$ cat src/rtc_pkg.sv
// Purpose: Shared constants for the modulo counter block
// Assumes: 32-bit AHB-Lite register slave, 25 MHz system clock
// Notes: Register offsets are byte addresses
package rtc_pkg;
    localparam logic [7:0] OFS_CTRL = 8'h00;
    localparam logic [7:0] OFS_MOD = 8'h04;
    localparam logic [7:0] OFS_CNT = 8'h08;
    localparam int CTRL_IE_BIT = 6;
    localparam int CTRL_IF_BIT = 7;
    localparam int CTRL_OE_BIT = 4;
    localparam int CTRL_PS_LSB = 8;
    localparam int CTRL_CS_LSB = 14;
    localparam logic [2:0] PS_OFF = 3'h0;
    localparam logic [1:0] CS_RESET = 2'h0;
    localparam logic [15:0] MOD_RESET = 16'h0000;
    localparam logic [15:0] CNT_RESET = 16'h0000;
    // Clock source codes
    localparam logic [1:0] CS_EXT = 2'h0;
    localparam logic [1:0] CS_LPO = 2'h1;
    localparam logic [1:0] CS_IREF = 2'h2;
    localparam logic [1:0] CS_BUS = 2'h3;
endpackage : rtc_pkg

$ cat src/rtc_prescaler.sv
// Purpose: Divides the selected source edge stream into counter ticks
// Assumes: Source is a one-cycle enable pulse in the system clock domain
// Notes: Code 0 stops the prescaler and clears its count
`timescale 1ns/100ps
module rtc_prescaler (
    // Clock and reset
    input wire logic clk_i,
    input wire logic rst_n_i,
    // Control
    input wire logic src_en_i,
    input wire logic [2:0] ps_i,
    input wire logic high_range_i,
    // Tick
    output logic tick_o
);
    import rtc_pkg::*;

    typedef struct packed {
        logic [9:0] cnt;
        logic tick;
        logic half;
    } pre_s;

    pre_s q, d;

    function automatic logic [9:0] div_last(input logic [2:0] ps, input logic hi);
        logic [10:0] r;
        r = 11'h001;
        case ({hi, ps})
            4'h1: r = 11'h001;
            4'h2: r = 11'h002;
            4'h3: r = 11'h004;
            4'h4: r = 11'h008;
            4'h5: r = 11'h010;
            4'h6: r = 11'h020;
            4'h7: r = 11'h040;
            4'h9: r = 11'h080;
            4'hA: r = 11'h100;
            4'hB: r = 11'h200;
            4'hC: r = 11'h400;
            4'hD: r = 11'h800 - 11'h001;
            4'hE: r = 11'h064;
            4'hF: r = 11'h3E8;
            default: r = 11'h001;
        endcase
        // 2048 would not fit; its ticks come from a divide-by-1024 stage doubled below
        return r[9:0] - 10'h001;
    endfunction : div_last

    logic [9:0] last;
    logic dbl;

    always_comb begin
        last = div_last(ps_i, high_range_i);
        dbl = high_range_i && (ps_i == 3'h5);
        if (dbl) begin
            last = 10'h3FF;
        end
        d = q;
        d.tick = 1'b0;
        // A stale half from another setting would shorten the first 2048 period
        if (!dbl) begin
            d.half = 1'b0;
        end
        if (ps_i == PS_OFF) begin
            d.cnt = 10'h000;
        end else if (src_en_i) begin
            // At or past the end, so lowering the setting never waits for a wrap
            if (q.cnt >= last) begin
                d.cnt = 10'h000;
                d.tick = 1'b1;
                if (dbl) begin
                    d.half = ~q.half;
                end
            end else begin
                d.cnt = q.cnt + 10'h001;
            end
        end
    end

    always_ff @(posedge clk_i or negedge rst_n_i) begin
        if (!rst_n_i) begin
            q <= '0;
        end else begin
            q <= d;
        end
    end

    // Divide by 2048 passes every second wrap of the 1024 stage
    assign tick_o = dbl ? (q.tick && !q.half) : q.tick;
endmodule : rtc_prescaler

$ cat src/rtc_modulo_counter.sv
// Purpose: Modulo counter with selectable source, prescaler, flag and square output
// Assumes: External, low-power and reference clocks arrive as synchronous levels
// Notes: Source edges are detected on the system clock; slow sources only
//        The counter keeps running across configuration writes
//        A source must stay at or below half the system clock rate for its edges to be seen
`timescale 1ns/100ps
module rtc_modulo_counter (
    // Clock and reset
    input wire logic CLK_SYS_I,
    input wire logic RESET_N_I,
    // AHB-Lite slave
    input wire logic HSEL_I,
    input wire logic [31:0] HADDR_I,
    input wire logic [1:0] HTRANS_I,
    input wire logic HWRITE_I,
    input wire logic [2:0] HSIZE_I,
    input wire logic [31:0] HWDATA_I,
    input wire logic HREADY_I,
    output logic [31:0] HRDATA_O,
    output logic HREADYOUT_O,
    output logic HRESP_O,
    // Clock sources
    input wire logic EXTERNAL_CLOCK_I,
    input wire logic LOW_POWER_OSCILLATOR_CLOCK_I,
    input wire logic INTERNAL_REFERENCE_CLOCK_I,
    // Outputs
    output logic COUNTER_SQUARE_OUTPUT_O,
    output logic IRQ_O
);
    import rtc_pkg::*;

    typedef struct packed {
        logic wr_pend;
        logic [7:0] wr_addr;
        logic [1:0] cs;
        logic [2:0] ps;
        logic ie;
        logic oe;
        logic flag;
        logic [15:0] modv;
        logic [15:0] cnt;
        logic sq;
        logic irq;
        logic [31:0] rdata;
        logic [2:0] src_prev;
    } state_s;

    state_s q, d;
    // Reset release stages; they reset from the pin, the rest from their output
    logic [1:0] rst_sync_q;
    logic rst_n;
    logic tick;
    logic src_en;
    logic [2:0] src_now;

    assign rst_n = rst_sync_q[1];
    assign src_now = {INTERNAL_REFERENCE_CLOCK_I, LOW_POWER_OSCILLATOR_CLOCK_I,
                      EXTERNAL_CLOCK_I};

    // Control word as software reads it
    function automatic logic [31:0] ctrl_word(input state_s s);
        logic [31:0] w;
        w = 32'h0000_0000;
        w[CTRL_OE_BIT] = s.oe;
        w[CTRL_IE_BIT] = s.ie;
        w[CTRL_IF_BIT] = s.flag;
        w[CTRL_PS_LSB +: 3] = s.ps;
        w[CTRL_CS_LSB +: 2] = s.cs;
        return w;
    endfunction : ctrl_word

    // Sees the configuration after a write landing in the same cycle, so a read
    // right behind a write returns the new contents
    function automatic logic [31:0] reg_read(input state_s s, input logic [15:0] cnt_now,
        input logic [7:0] a);
        logic [31:0] w;
        w = 32'h0000_0000;
        case (a)
            OFS_CTRL: w = ctrl_word(s);
            OFS_MOD: w = {16'h0000, s.modv};
            OFS_CNT: w = {16'h0000, cnt_now};
            default: w = 32'h0000_0000;
        endcase
        return w;
    endfunction : reg_read

    // Rising edge of the selected source; bus clock counts every cycle
    always_comb begin
        case (q.cs)
            CS_EXT: src_en = src_now[0] && !q.src_prev[0];
            CS_LPO: src_en = src_now[1] && !q.src_prev[1];
            CS_IREF: src_en = src_now[2] && !q.src_prev[2];
            CS_BUS: src_en = 1'b1;
            default: src_en = 1'b0;
        endcase
    end

    // Source bit 0 picks the high divide range for the low-power and bus sources
    rtc_prescaler u_pre (
        .clk_i(CLK_SYS_I),
        .rst_n_i(rst_n),
        .src_en_i(src_en),
        .ps_i(q.ps),
        .high_range_i(q.cs[0]),
        .tick_o(tick)
    );

    // Bus decode
    logic addr_phase;
    logic clr_flag;

    always_comb begin
        d = q;
        // History of all three pins, so switching source raises no stale edge
        d.src_prev = src_now;
        clr_flag = 1'b0;
        addr_phase = HSEL_I && HREADY_I && HTRANS_I[1];
        // Data phase of a write lands one cycle after its address phase
        if (q.wr_pend) begin
            case (q.wr_addr)
                OFS_CTRL: begin
                    d.oe = HWDATA_I[CTRL_OE_BIT];
                    d.ie = HWDATA_I[CTRL_IE_BIT];
                    d.ps = HWDATA_I[CTRL_PS_LSB +: 3];
                    d.cs = HWDATA_I[CTRL_CS_LSB +: 2];
                    // Write one to clear
                    clr_flag = HWDATA_I[CTRL_IF_BIT];
                end
                OFS_MOD: d.modv = HWDATA_I[15:0];
                default: ;
            endcase
        end
        // Size is ignored: every register is one whole word
        d.wr_pend = addr_phase && HWRITE_I;
        d.wr_addr = HADDR_I[7:0];
        // Clear goes first so an overflow in the same cycle wins
        if (clr_flag) begin
            d.flag = 1'b0;
        end
        if (tick) begin
            if (q.cnt == q.modv) begin
                d.cnt = CNT_RESET;
                d.flag = 1'b1;
                if (q.oe) begin
                    d.sq = ~q.sq;
                end
            end else begin
                d.cnt = q.cnt + 16'h0001;
            end
        end
        // Request follows the next flag and enable, so it drops with either
        d.irq = d.flag && d.ie;
        if (addr_phase && !HWRITE_I) begin
            d.rdata = reg_read(d, q.cnt, HADDR_I[7:0]);
        end
    end

    // Two-stage release; only the second stage is used
    always_ff @(posedge CLK_SYS_I or negedge RESET_N_I) begin
        if (!RESET_N_I) begin
            rst_sync_q <= 2'h0;
        end else begin
            rst_sync_q <= {rst_sync_q[0], 1'b1};
        end
    end

    // Everything else resets from the released copy
    always_ff @(posedge CLK_SYS_I or negedge rst_n) begin
        if (!rst_n) begin
            q.wr_pend <= 1'b0;
            q.wr_addr <= 8'h00;
            q.cs <= CS_RESET;
            q.ps <= PS_OFF;
            q.ie <= 1'b0;
            q.oe <= 1'b0;
            q.flag <= 1'b0;
            q.modv <= MOD_RESET;
            q.cnt <= CNT_RESET;
            q.sq <= 1'b0;
            q.irq <= 1'b0;
            q.rdata <= 32'h0000_0000;
            q.src_prev <= 3'h0;
        end else begin
            q.wr_pend <= d.wr_pend;
            q.wr_addr <= d.wr_addr;
            q.cs <= d.cs;
            q.ps <= d.ps;
            q.ie <= d.ie;
            q.oe <= d.oe;
            q.flag <= d.flag;
            q.modv <= d.modv;
            q.cnt <= d.cnt;
            q.sq <= d.sq;
            q.irq <= d.irq;
            q.rdata <= d.rdata;
            q.src_prev <= d.src_prev;
        end
    end

    // Zero wait states and always OKAY
    always_ff @(posedge CLK_SYS_I or negedge rst_n) begin
        if (!rst_n) begin
            HREADYOUT_O <= 1'b1;
            HRESP_O <= 1'b0;
        end else begin
            HREADYOUT_O <= 1'b1;
            HRESP_O <= 1'b0;
        end
    end

    assign HRDATA_O = q.rdata;
    assign COUNTER_SQUARE_OUTPUT_O = q.sq;
    assign IRQ_O = q.irq;
endmodule : rtc_modulo_counter

$ cat config.mk
export PLATFORM = sky130hd
export DESIGN_NAME = rtc_modulo_counter
export DESIGN_NICKNAME = d
export VERILOG_FILES = /design/src/rtc_pkg.sv /design/src/rtc_prescaler.sv /design/src/rtc_modulo_counter.sv
export SDC_FILE = /design/constraint.sdc
export NUM_CORES = 1
export LEC_CHECK = 0
export BUFFER_PORTS_ARGS = -buffer_cell sky130_fd_sc_hd__buf_2
export CAP_MARGIN = 15
export CORE_MARGIN = 2
export CORE_UTILIZATION = 40
export DETAILED_ROUTE_END_ITERATION = 8
export GPL_ROUTABILITY_DRIVEN = 0
export REMOVE_ABC_BUFFERS = 1
export SLEW_MARGIN = 0
export SYNTH_ARGS = -nofsm -noshare
export SYNTH_HDL_FRONTEND = slang
export SYNTH_SLANG_ARGS = --single-unit
$ cat constraint.sdc
create_clock -name CLK_SYS_I -period 2.3 [get_ports CLK_SYS_I]
set_input_delay 0.345 -clock CLK_SYS_I [delete_from_list [all_inputs] [get_ports CLK_SYS_I]]
set_output_delay 0.345 -clock CLK_SYS_I [all_outputs]
set_load 0.02 [all_outputs]
==> impl_metrics.json <==
{
  "outcome": "finished with violations",
  "violations": "negative setup slack",
  "grt_pass1_wl_um": 19100,
  "critPathLaunchType": "flip-flop",
  "fin_total_pwr_uw": 3310,
  "crit_chain": "inv_2 -> ha_4 -> mux2_4 -> a21oi_4 -> ha_2 -> o21ai_1 -> a21oi_2 -> buf_4 -> mux2_2 -> ha_4 -> nand4_1 -> o221ai_2 -> a211oi_4 -> buf_6 -> buf_6 -> a221o_1",
  "io_buffers": 50,
  "ys_seq_elements": 84,
  "report.final.slew_viol_count": 0,
  "worst_slack_ns": -0.968,
  "multiInputGateArea_mm2": 0.00265,
  "syn-cell-area_mm2": 0.00485,
  "wl_per_cell_um": 15.6,
  "numCtsBuffers": 9,
  "pre_cts_ws_ns": -1.29,
  "register_area_mm2": 0.00211,
  "synth_edf_count": 0,
  "n_antenna_cell": 0,
  "clkSlewWorstSetupHoldPaths_ns": 0.06,
  "die_w_um": 114,
  "grt_max_degree": 53,
  "crit_path_max_incr_delay_ns": 0.39,
  "crit_path_max_fanout": 7,
  "clock_latency_ns": 0.33,
  "htree_num_levels": 3,
  "fin_cells": 732,
  "vias": 3856,
  "grt_pass1_vias": 3846,
  "cts_buffer_depth": 2,
  "end_kind": "flip-flop",
  "dp_hpwl_um": 8040,
  "cap_violations": 0,
  "antenna_found_initial": 0,
  "power_switching_uw": 726,
  "die_area_mm2": 0.0130,
  "cts.sinks": 84,
  "grtUsageTotal": 0.187,
  "share_comb_of_total_power": 0.064,
  "synth_cell_types": 56,
  "peakVddDrop_mv": 0.430,
  "dr.pass1.iters": 5,
  "ioPinCount": 113,
  "slowest_stage": "dfrtp_1",
  "cts_tree": "done",
  "core_mm2": 0.0119,
  "finalHoldViolations": 0,
  "cts_root_buffer": "clkbuf_16",
  "final_cell_mix": "dfrtp_1, buf_2, buf_4",
  "drtIter0Drc": 174,
  "fmax_mhz": 306,
  "grt-ovfl-total": 0,
  "clockPowerShare": 0.465,
  "period_share": 1.42,
  "initial_utilization": 0.408,
  "rows": 40,
  "path_class": "reg2reg",
  "async_flop_share": 1.00,
  "finClkSkew_ns": 0.00510,
  "worstPathRequired_ns": 2.51,
  "synthCells": 499,
  "nets": 675,
  "final_common_cell": "dfrtp_1",
  "die_y_um": 114,
  "hold_class": "in2reg",
  "p_leak_uw": 0.00271,
  "dpl.cell_count": 706,
  "intPower_uw": 2580,
  "viasPerCell": 5.27,
  "drt_wl_total_um": 11400,
  "postRouteAntennaNets": 0,
  "drcViolationCount": 0,
  "power_density_mw_per_mm2": 545,
  "rsz0062_at_grt": "true",
  "utilization": 0.509,
  "p_sw_frac": 0.220,
  "tightest_slew_ns": 0.687,
  "area_delta_synth_final_pct": 24.9,
  "ys_seq_area_frac": 0.433,
  "fillers": 1106,
  "syn_area_per_cell_um2": 9.73,
  "period_minus_slack_ns": 3.27,
  "drive_gt1_frac": 0.328,
  "pwr-share-seq": 0.471,
  "setup_viol": 12,
  "crit_arrival_ns": 3.48,
  "synthFlopType": "dfrtp_1",
  "relSlewSlack": 0.542,
  "yosysWarnings": 0,
  "finalSetupTns_ns": -10.60
}
## through the flow
stage,cell area (µm²),hold slack [ns]
floorplan,4570,0.0494
global route,6060,0.107
finish,6060,0.128
global placement,5410,0.134
detailed placement,5410,0.135
CTS,5960,0.115
## cells by family after synthesis
group           share of synthesized area
mux                                0.0789
buf+inv                            0.0835
xor+xnor                           0.0505
compound gates                      0.137
simple gates                        0.170
flops                               0.433
other cells                       0.00155
fa+ha+maj                          0.0464
## state kept, by name, indices dropped and copies added (netlist names)
register                 count
HRDATA_O                    16
rst_sync_q                   2
IRQ_O                        1
q                           52
u_pre.q                     12
COUNTER_SQUARE_OUTPUT_O      1
## power groups by stage
stage	logic (µW)	registers (µW)	clock network [µW]
finish	210	1560	1540
global route	234	1560	1640
global placement	188	1580	0
CTS	205	1560	1570
floorplan	105	1580	0
detailed placement	192	1580	0
## metal layers
metal | global-route usage | part of all wire | vias to the layer above
met5 | 0 | 0 | -
met4 | 0.0569 | 0.015 | 0
met3 | 0.0402 | 0.034 | 13
met2 | 0.331 | 0.53 | 68
met1 | 0.229 | 0.42 | 1897
li1 | - | - | 1878
## layout make-up
class / instances / area share
multi-input cells: 361 / 0.437
clock buffers: 11 / 0.0400
clock inverters: 5 / 0.0124
repair buffers: 109 / 0.124
flip-flops and latches: 84 / 0.347
well taps: 147 / 0.0303
inverters: 15 / 0.00928
## worst paths after layout
path / endpoint / startpoint / slack, ns / cells after the start
max: u_pre.q[10] / q[72] / -0.97 / 16
min: q[0] / EXTERNAL_CLOCK_I / 0.13 / 1
max in group asynchronous: HRDATA_O[12] / rst_sync_q[1] / 1.30 / 1
max reg2reg: u_pre.q[10] / q[72] / -0.97 / 16
min in group asynchronous: rst_sync_q[1] / RESET_N_I / 0.32 / 2
min reg2reg: rst_sync_q[1] / rst_sync_q[0] / 0.35 / 0
## synthesized netlist by cell type (all sizes together) (4+ instances only)
library cell / count / area [µm²]
ha: 18 / 225
nand4: 5 / 31.3
xor2: 24 / 210
a21oi: 25 / 125
a21o: 6 / 45.0
nand3: 21 / 105
buf: 39 / 285
nor4: 6 / 37.5
dfrtp: 84 / 2100
o21ai: 26 / 130
nor2b: 5 / 31.3
xnor2: 4 / 35.0
or2: 9 / 56.3
nand2b: 5 / 31.3
inv: 15 / 56.3
o211ai: 7 / 52.6
nor3: 6 / 30.0
nand2: 47 / 176
or3: 4 / 25.0
mux2: 26 / 293
mux2i: 9 / 90.1
nor2: 29 / 109
a22oi: 15 / 113
and4: 6 / 52.6
clkbuf: 17 / 63.8
## critical path: cells and delay by family, from the launching register on
kind	cells	cell delay, ns
compound gates	6	0.95
fa+ha+maj	3	0.64
buf+inv	4	0.47
flops	1	0.39
mux	2	0.62
simple gates	1	0.08
## repair_timing
item | 4_1_cts | 5_1_grt
setup endpoints to repair | 13 | 24
cloned | 1 | 0
hold buffers | 1 | 0
buffers inserted | 6 | 2
gates resized for setup | 39 | 23
endpoints found under the hold margin | 2 | 0
pin swaps | 19 | 12
(Power assumes the default switching activity.)
